$ cat src/shared/poc_regs.svh
// register offsets, field positions and reset values of the payload octet counters
`ifndef POC_REGS_SVH
`define POC_REGS_SVH

//------------------------------------------------------------
// Overview of operation
//------------------------------------------------------------
// Overview of operation
// (RULE1) A 64-bit total adds the payload byte count of every qualifying received frame.
// (RULE2) A separate 64-bit total adds the payload byte count of every qualifying transmitted frame.
// (RULE3) Only frames free of FCS, oversize, undersize and payload length errors count or strobe.
// (RULE4) Each direction outputs a 16-bit payload byte count for the current frame.
// (RULE5) A per-direction strobe marks the count valid, and the client samples the count only then.
// (RULE6) Per-frame counts and strobes work even while the cumulative totals are switched off.
// (RULE7) Receive-side count and strobe are synchronous to the receive MAC clock; the code runs them on pclk.
// (RULE8) Transmit-side count and strobe are synchronous to the transmit MAC clock; the code runs them on pclk.
// (RULE9) The strobe is high for exactly one cycle per qualifying frame once its status is known.

//------------------------------------------------------------
// register map (byte addresses)
//------------------------------------------------------------
`define POC_ADDR_W        8
`define POC_CTRL_OFS      8'h00
`define POC_RX_LO_OFS     8'h04
`define POC_RX_HI_OFS     8'h08
`define POC_TX_LO_OFS     8'h0C
`define POC_TX_HI_OFS     8'h10

//------------------------------------------------------------
// control register fields
//------------------------------------------------------------
`define POC_CTRL_RX_EN    0
`define POC_CTRL_TX_EN    1
`define POC_CTRL_RX_CLR   2
`define POC_CTRL_TX_CLR   3
`define POC_CTRL_RESET    2'h3

//------------------------------------------------------------
// widths and constants
//------------------------------------------------------------
`define POC_TOTAL_W       64
`define POC_BYTES_W       16
`define POC_ZERO16        16'h0000
`define POC_ZERO32        32'h0000_0000
`define POC_ZERO64        64'h0000_0000_0000_0000

`endif

$ cat src/shared/poc_pkg.sv
// types shared by the payload octet counter design
package poc_pkg;

  typedef enum logic [1:0]
  {
    POC_BUS_IDLE   = 2'b01,
    POC_BUS_ACCESS = 2'b10
  } poc_bus_state_t;

endpackage

$ cat src/logic/poc_frame_qual.sv
// per-direction frame qualifier: per-frame byte count and one-cycle strobe
`timescale 1ns/1ps
`include "poc_regs.svh"

module poc_frame_qual
(
  input  wire logic                     clk,
  input  wire logic                     rst_n,
  input  wire logic                     frame_end,
  input  wire logic [`POC_BYTES_W-1:0] frame_bytes,
  input  wire logic                     fcs_err,
  input  wire logic                     oversize_err,
  input  wire logic                     undersize_err,
  input  wire logic                     length_err,
  output logic      [`POC_BYTES_W-1:0] payload_bytes,
  output logic                          payload_strobe
);

  logic qualifies;

  //------------------------------------------------------------
  // qualification
  //------------------------------------------------------------
  // status is only trusted at the frame-end cycle
  assign qualifies = frame_end & ~(fcs_err | oversize_err | undersize_err | length_err); // RULE3

  //------------------------------------------------------------
  // outputs
  //------------------------------------------------------------
  // count holds between frames so a late sampler sees a stable value
  always_ff @(posedge clk or negedge rst_n)
  begin
    if (!rst_n)
      payload_bytes <= `POC_ZERO16;
    else if (qualifies)
      payload_bytes <= frame_bytes; // RULE4
  end

  always_ff @(posedge clk or negedge rst_n)
  begin
    if (!rst_n)
      payload_strobe <= 1'b0;
    else
      payload_strobe <= qualifies; // RULE9 RULE5
  end

endmodule

$ cat src/logic/poc_top.sv
// payload octet counters: per-frame byte counts, 64-bit totals and apb register access
//
// Decided for this implementation: register access over APB and the address map.
`timescale 1ns/1ps
`include "poc_regs.svh"

module poc_top
(
  input  wire logic                     pclk,
  input  wire logic                     presetn,
  input  wire logic                     psel,
  input  wire logic                     penable,
  input  wire logic                     pwrite,
  input  wire logic [`POC_ADDR_W-1:0]  paddr,
  input  wire logic [31:0]             pwdata,
  input  wire logic [3:0]              pstrb,
  output logic      [31:0]             prdata,
  output logic                          pready,
  output logic                          pslverr,
  input  wire logic                     rx_frame_end,
  input  wire logic [`POC_BYTES_W-1:0] rx_frame_bytes,
  input  wire logic                     rx_fcs_err,
  input  wire logic                     rx_oversize_err,
  input  wire logic                     rx_undersize_err,
  input  wire logic                     rx_length_err,
  input  wire logic                     tx_frame_end,
  input  wire logic [`POC_BYTES_W-1:0] tx_frame_bytes,
  input  wire logic                     tx_fcs_err,
  input  wire logic                     tx_oversize_err,
  input  wire logic                     tx_undersize_err,
  input  wire logic                     tx_length_err,
  output logic      [`POC_BYTES_W-1:0] rx_frame_payload_bytes,
  output logic                          rx_frame_payload_strobe,
  output logic      [`POC_BYTES_W-1:0] tx_frame_payload_bytes,
  output logic                          tx_frame_payload_strobe
);

  poc_pkg::poc_bus_state_t        bus_state;
  logic [1:0]                     count_en;
  logic [`POC_TOTAL_W-1:0]        rx_good_payload_octet_total;
  logic [`POC_TOTAL_W-1:0]        tx_good_payload_octet_total;
  logic [31:0]                    hi_shadow;
  logic                           setup;
  logic                           wr_take;
  logic                           ctrl_wr;
  logic                           rx_clr;
  logic                           tx_clr;
  logic [31:0]                    next_prdata;
  logic                           next_pslverr;

  //------------------------------------------------------------
  // helpers
  //------------------------------------------------------------
  function automatic logic [`POC_TOTAL_W-1:0] accumulate
  (
    input logic [`POC_TOTAL_W-1:0] total,
    input logic                    add,
    input logic [`POC_BYTES_W-1:0] bytes
  );
    if (add)
      accumulate = total + {{(`POC_TOTAL_W-`POC_BYTES_W){1'b0}}, bytes};
    else
      accumulate = total;
  endfunction

  function automatic logic reg_hit
  (
    input logic [`POC_ADDR_W-1:0] addr
  );
    reg_hit = (addr == `POC_CTRL_OFS) || (addr == `POC_RX_LO_OFS) || (addr == `POC_RX_HI_OFS)
           || (addr == `POC_TX_LO_OFS) || (addr == `POC_TX_HI_OFS);
  endfunction

  //------------------------------------------------------------
  // per-direction qualifiers
  //------------------------------------------------------------
  // both run on pclk, which stands in for each MAC clock; they run regardless of count_en
  poc_frame_qual u_rx_qual
  (
    .clk            (pclk),
    .rst_n          (presetn),
    .frame_end      (rx_frame_end),
    .frame_bytes    (rx_frame_bytes),
    .fcs_err        (rx_fcs_err),
    .oversize_err   (rx_oversize_err),
    .undersize_err  (rx_undersize_err),
    .length_err     (rx_length_err),
    .payload_bytes  (rx_frame_payload_bytes),
    .payload_strobe (rx_frame_payload_strobe)
  ); // RULE7 RULE6

  poc_frame_qual u_tx_qual
  (
    .clk            (pclk),
    .rst_n          (presetn),
    .frame_end      (tx_frame_end),
    .frame_bytes    (tx_frame_bytes),
    .fcs_err        (tx_fcs_err),
    .oversize_err   (tx_oversize_err),
    .undersize_err  (tx_undersize_err),
    .length_err     (tx_length_err),
    .payload_bytes  (tx_frame_payload_bytes),
    .payload_strobe (tx_frame_payload_strobe)
  ); // RULE8 RULE6

  //------------------------------------------------------------
  // apb slave
  //------------------------------------------------------------
  assign setup   = psel & ~penable & (bus_state == poc_pkg::POC_BUS_IDLE);
  assign wr_take = psel & penable & pwrite & pready & (bus_state == poc_pkg::POC_BUS_ACCESS);
  assign ctrl_wr = wr_take & (paddr == `POC_CTRL_OFS) & pstrb[0];
  assign rx_clr  = ctrl_wr & pwdata[`POC_CTRL_RX_CLR];
  assign tx_clr  = ctrl_wr & pwdata[`POC_CTRL_TX_CLR];

  always_ff @(posedge pclk or negedge presetn)
  begin
    if (!presetn)
      bus_state <= poc_pkg::POC_BUS_IDLE;
    else
    begin
      unique case (bus_state)
        poc_pkg::POC_BUS_IDLE:
        begin
          if (setup)
            bus_state <= poc_pkg::POC_BUS_ACCESS;
        end
        poc_pkg::POC_BUS_ACCESS:
        begin
          bus_state <= poc_pkg::POC_BUS_IDLE;
        end
        default:
          bus_state <= poc_pkg::POC_BUS_IDLE;
      endcase
    end
  end

  // one wait-free access cycle; pready stays a flop so the bus sees no combinational path
  always_ff @(posedge pclk or negedge presetn)
  begin
    if (!presetn)
      pready <= 1'b0;
    else
      pready <= setup;
  end

  // read data captured in the setup cycle; totals may move during the access cycle
  always_comb
  begin
    next_prdata  = `POC_ZERO32;
    next_pslverr = ~reg_hit(paddr);
    if (!pwrite)
    begin
      unique case (paddr)
        `POC_CTRL_OFS:  next_prdata = {30'h0000_0000, count_en};
        `POC_RX_LO_OFS: next_prdata = rx_good_payload_octet_total[31:0];
        `POC_RX_HI_OFS: next_prdata = hi_shadow;
        `POC_TX_LO_OFS: next_prdata = tx_good_payload_octet_total[31:0];
        `POC_TX_HI_OFS: next_prdata = hi_shadow;
        default:        next_prdata = `POC_ZERO32;
      endcase
    end
  end

  always_ff @(posedge pclk or negedge presetn)
  begin
    if (!presetn)
    begin
      prdata  <= `POC_ZERO32;
      pslverr <= 1'b0;
    end
    else if (setup)
    begin
      prdata  <= next_prdata;
      pslverr <= next_pslverr;
    end
    else
    begin
      prdata  <= `POC_ZERO32;
      pslverr <= 1'b0;
    end
  end

  // reading a low word freezes its high word, so a 64-bit read never tears across a carry
  always_ff @(posedge pclk or negedge presetn)
  begin
    if (!presetn)
      hi_shadow <= `POC_ZERO32;
    else if (setup && !pwrite && paddr == `POC_RX_LO_OFS)
      hi_shadow <= rx_good_payload_octet_total[63:32];
    else if (setup && !pwrite && paddr == `POC_TX_LO_OFS)
      hi_shadow <= tx_good_payload_octet_total[63:32];
  end

  //------------------------------------------------------------
  // control
  //------------------------------------------------------------
  always_ff @(posedge pclk or negedge presetn)
  begin
    if (!presetn)
      count_en <= `POC_CTRL_RESET;
    else if (ctrl_wr)
      count_en <= {pwdata[`POC_CTRL_TX_EN], pwdata[`POC_CTRL_RX_EN]};
  end

  //------------------------------------------------------------
  // cumulative totals
  //------------------------------------------------------------
  // a clear and a frame in the same cycle: the frame survives as the new total
  always_ff @(posedge pclk or negedge presetn)
  begin
    if (!presetn)
      rx_good_payload_octet_total <= `POC_ZERO64;
    else
      rx_good_payload_octet_total <= accumulate(rx_clr ? `POC_ZERO64 : rx_good_payload_octet_total,
                                                rx_frame_payload_strobe & count_en[`POC_CTRL_RX_EN],
                                                rx_frame_payload_bytes); // RULE1
  end

  always_ff @(posedge pclk or negedge presetn)
  begin
    if (!presetn)
      tx_good_payload_octet_total <= `POC_ZERO64;
    else
      tx_good_payload_octet_total <= accumulate(tx_clr ? `POC_ZERO64 : tx_good_payload_octet_total,
                                                tx_frame_payload_strobe & count_en[`POC_CTRL_TX_EN],
                                                tx_frame_payload_bytes); // RULE2
  end

endmodule

$ cat config.mk
export PLATFORM = sky130hd
export DESIGN_NAME = poc_top
export DESIGN_NICKNAME = d
export VERILOG_FILES = /design/src/shared/poc_pkg.sv /design/src/logic/poc_frame_qual.sv /design/src/logic/poc_top.sv
export VERILOG_INCLUDE_DIRS = /design/src /design/src/shared
export SDC_FILE = /design/constraint.sdc
export NUM_CORES = 1
export LEC_CHECK = 0
export BUFFER_PORTS_ARGS = -buffer_cell sky130_fd_sc_hd__buf_2
export CORE_MARGIN = 4
export CORE_UTILIZATION = 60
export DETAILED_ROUTE_END_ITERATION = 8
export PLACE_DENSITY = 0.89
export SLEW_MARGIN = 10
export SYNTH_ARGS = -nofsm -noshare
export SYNTH_HDL_FRONTEND = slang
export SYNTH_HIERARCHICAL = 1
export SYNTH_SLANG_ARGS = --single-unit
$ cat constraint.sdc
create_clock -name pclk -period 6.15 [get_ports pclk]
set_clock_uncertainty 0.2 [all_clocks]
set_input_delay 0.615 -clock pclk [delete_from_list [all_inputs] [get_ports pclk]]
set_output_delay 0.615 -clock pclk [all_outputs]
set_load 0.01 [all_outputs]
==> flow_summary.toml <==
[cts]
clockRootBuffer = "clkbuf_16"
post_cts_resized = 0
cts_buffer_depth = 3
cts.sinks = 232
clkTransAtPathRegs_ps = 50
numCtsBuffers = 26
insertion_delay_ps = 540
h-tree-depth = 1
cts_tree = "yes"
post-cts-setup-buffers = 0
cts_hold_buf = 0

[global_route]
grt_max_degree = 135
grt_pass1_wl_microns = 54800
track_usage_pct = 28.5
antenna_found_initial = 1
overflow = 0
grt_pass1_vias = 10581

[floorplanning]
start_util_pct = 61.5
die_w_microns = 153
row_count = 52
die_h_microns = 153
core_area_sq_um = 20400
die-area_sq_um = 23300
ios = 159

[timing]
relSlewSlack_pct = 12.6
hold_viol = 16
timing.setup.tns_ps = 0
fmax_ghz = 0.204
grt_setup_unrepaired = "no"
post-route-period-util_pct = 79.9
hold_ws_ps = -20.5
setup-violations-final = 0
worst_pin_slew_ps = 1300
maxSlewViolCount = 0
period_needed_ps = 4910

[power_and_ir_drop]
powerDensity_nw_per_um2 = 242
p_leak_nw = 6.49
ir_worst_vdd_uv = 237
design_power_total_mw = 3.45

[worst_setup_path]
timing.rr.start = "bus_state[0]"
ff2ff_setup_slack_ps = 1280
crit_fanout = 45
slowest_stage = "or3_1"
critPathLaunch = "paddr[1]"
critical_path_required_ps = 6350
startpoint_type = "input pin"
crit_arrival_ps = 5110
critPathCapture = "rx_good_payload_octet_total[58]"
path_cells = "buf_2, nor3_1, nand3_1, nor3_2, buf_4, nor2b_1, ha_1, fa_1, a211oi_1, o21bai_1, a21o_1, a311oi_1, buf_4, or3_1, nor3_1, mux2i_1"
worst-setup-path-type = "in2reg"
cp-end-kind = "flip-flop"
max_stage_delay_ps = 500
timing.rr.end = "rx_good_payload_octet_total[58]"
rr_worst_depth = 15

[outcome]
violations = "hold timing"
status = "finished, violations left"

[logic_synthesis]
syn_inst = 1282
ys_seq_area_share_pct = 46.2
ys_warn_count = 6
ys_seq_elements = 232
syn_area_sq_um = 12600
syn_area_per_cell_sq_um = 9.80
synthFlopType = "dfrtp_1"
synth_cell_types = 65
ys_async_sr_fraction_pct = 100
syn-num-nets = 1407
synth_edf_count = 0

[placement]
place.gp.congestion = 0.964
io_buffers = 127
dp_hpwl_microns = 23800

[detailed_routing]
drt_iter0_drc = 1363
via_per_inst = 6.43
antenna_left = 0
vias = 10840
drc = 0
wire_per_inst_microns = 20.4
drt_first_pass_iters = 8
routed_wl_microns = 34300

[layout]
fillers = 1451
drive_gt1_share_pct = 19.1
nets = 1524
area_growth_pct = 13.5
diodes = 0

[run]
cap_viol_max_count = 0

[hold_path]
worstHoldPathType = "in2async"
## worst max-delay path, delay by kind of cell
| family | cells | cell delay, ps |
|---|---|---|
| AO/OA/AOI/OAI | 4 | 1170 |
| buffers and inverters | 3 | 830 |
| multiplexers | 1 | 150 |
| AND/OR/NAND/NOR | 6 | 1630 |
| adder cells (fa/ha/maj) | 2 | 690 |
## cell type report
type | count | area, sq um | share of cell area, %
repair buffers | 144 | 773 | 5.42
clock buffers | 41 | 777 | 5.45
multi-input cells | 968 | 6430 | 45.1
flip-flops and latches | 232 | 5810 | 40.7
well taps | 270 | 338 | 2.37
clock inverters | 3 | 30.0 | 0.211
inverters | 27 | 101 | 0.711
## metal layers
layer  track usage [%]  up-vias  wire (microns)
met4              10.9        0            1330
li1                  -     4852               -
met1              38.5     5244           13300
met5                 0        -               0
met3              4.60      121            3340
met2              46.7      623           16400
## sequential cells by signal, indices dropped and copies added (netlist names)
| name | flops |
|---|---|
| pslverr | 1 |
| tx_good_payload_octet_total | 64 |
| prdata | 32 |
| u_tx_qual/payload_bytes | 16 |
| bus_state | 2 |
| hi_shadow | 32 |
| rx_good_payload_octet_total | 64 |
| u_rx_qual/payload_bytes | 16 |
| u_rx_qual/payload_strobe | 1 |
| count_en | 2 |
| pready | 1 |
| u_tx_qual/payload_strobe | 1 |
## report_power, final
| group | internal [mW] | switching [mW] |
|---|---|---|
| logic | 0.156 | 0.203 |
| registers | 1.58 | 0.0490 |
| clock network | 0.860 | 0.608 |
## worst min path at each step
stage                  startpoint                          to  slack [ps]  depth (start not counted)
floorplan                 presetn                bus_state[1]         120                          0
global placement    hi_shadow[26]               hi_shadow[26]         260                          2
detailed placement  hi_shadow[26]               hi_shadow[26]         270                          2
CTS                       presetn  u_rx_qual/payload_bytes[5]          40                          1
global route              presetn  u_rx_qual/payload_bytes[5]         100                          1
finish                    presetn  u_rx_qual/payload_bytes[1]         -20                          1
## synthesized netlist by cell type (all sizes together) (20+ instances only)
| cell type | count | area (sq um) |
|---|---|---|
| nor3 | 29 | 156 |
| nor2b | 33 | 206 |
| clkbuf | 37 | 139 |
| xor2 | 36 | 315 |
| nand2 | 146 | 548 |
| mux2 | 68 | 766 |
| ha | 32 | 400 |
| nand3 | 49 | 245 |
| o21ai | 90 | 450 |
| mux2i | 37 | 370 |
| inv | 27 | 101 |
| dfrtp | 229 | 5730 |
| nand4 | 30 | 209 |
| a21oi | 47 | 235 |
| xnor2 | 45 | 394 |
| nor2 | 102 | 383 |
| a22oi | 32 | 240 |
| or4 | 20 | 154 |
## cells in the final DEF, fill, tap and decap left out, drive strengths merged, types with 8 or more instances in the layout
cell,count
and4,9
mux2,68
xor2,36
o21ai,90
nand2,146
or4,20
a211oi,8
buf,144
mux2i,37
ha,32
nand4,30
xnor2,45
clkbuf,41
and3,18
o31ai,16
nor2,102
a22oi,32
nor4,18
or3,16
nor3,29
o211ai,11
a21o,11
nand3,49
and2,11
o21a,8
nor2b,33
inv,27
a21oi,47
dfrtp,229
## per-stage QoR
| stage | setup WS (ps) | util, % | instance area, sq um | std cells |
|---|---|---|---|---|
| floorplan | 1430 | - | 12600 | 1282 |
| global placement | 998 | 65.8 | 13500 | 1641 |
| detailed placement | 849 | 65.8 | 13500 | 1641 |
| CTS | 1360 | 69.8 | 14300 | 1685 |
| global route | 1000 | 69.8 | 14300 | 1685 |
| finish | 1240 | 69.8 | 14300 | 1685 |
## logic make-up after synthesis
kind of cell / share of synthesized area [%]
multiplexers: 9.04
flip-flops: 46.2
AO/OA/AOI/OAI: 12.7
AND/OR/NAND/NOR: 20.2
adder cells (fa/ha/maj): 3.50
buffers and inverters: 2.74
XOR/XNOR: 5.65
Power figures use the tool's default switching activity.
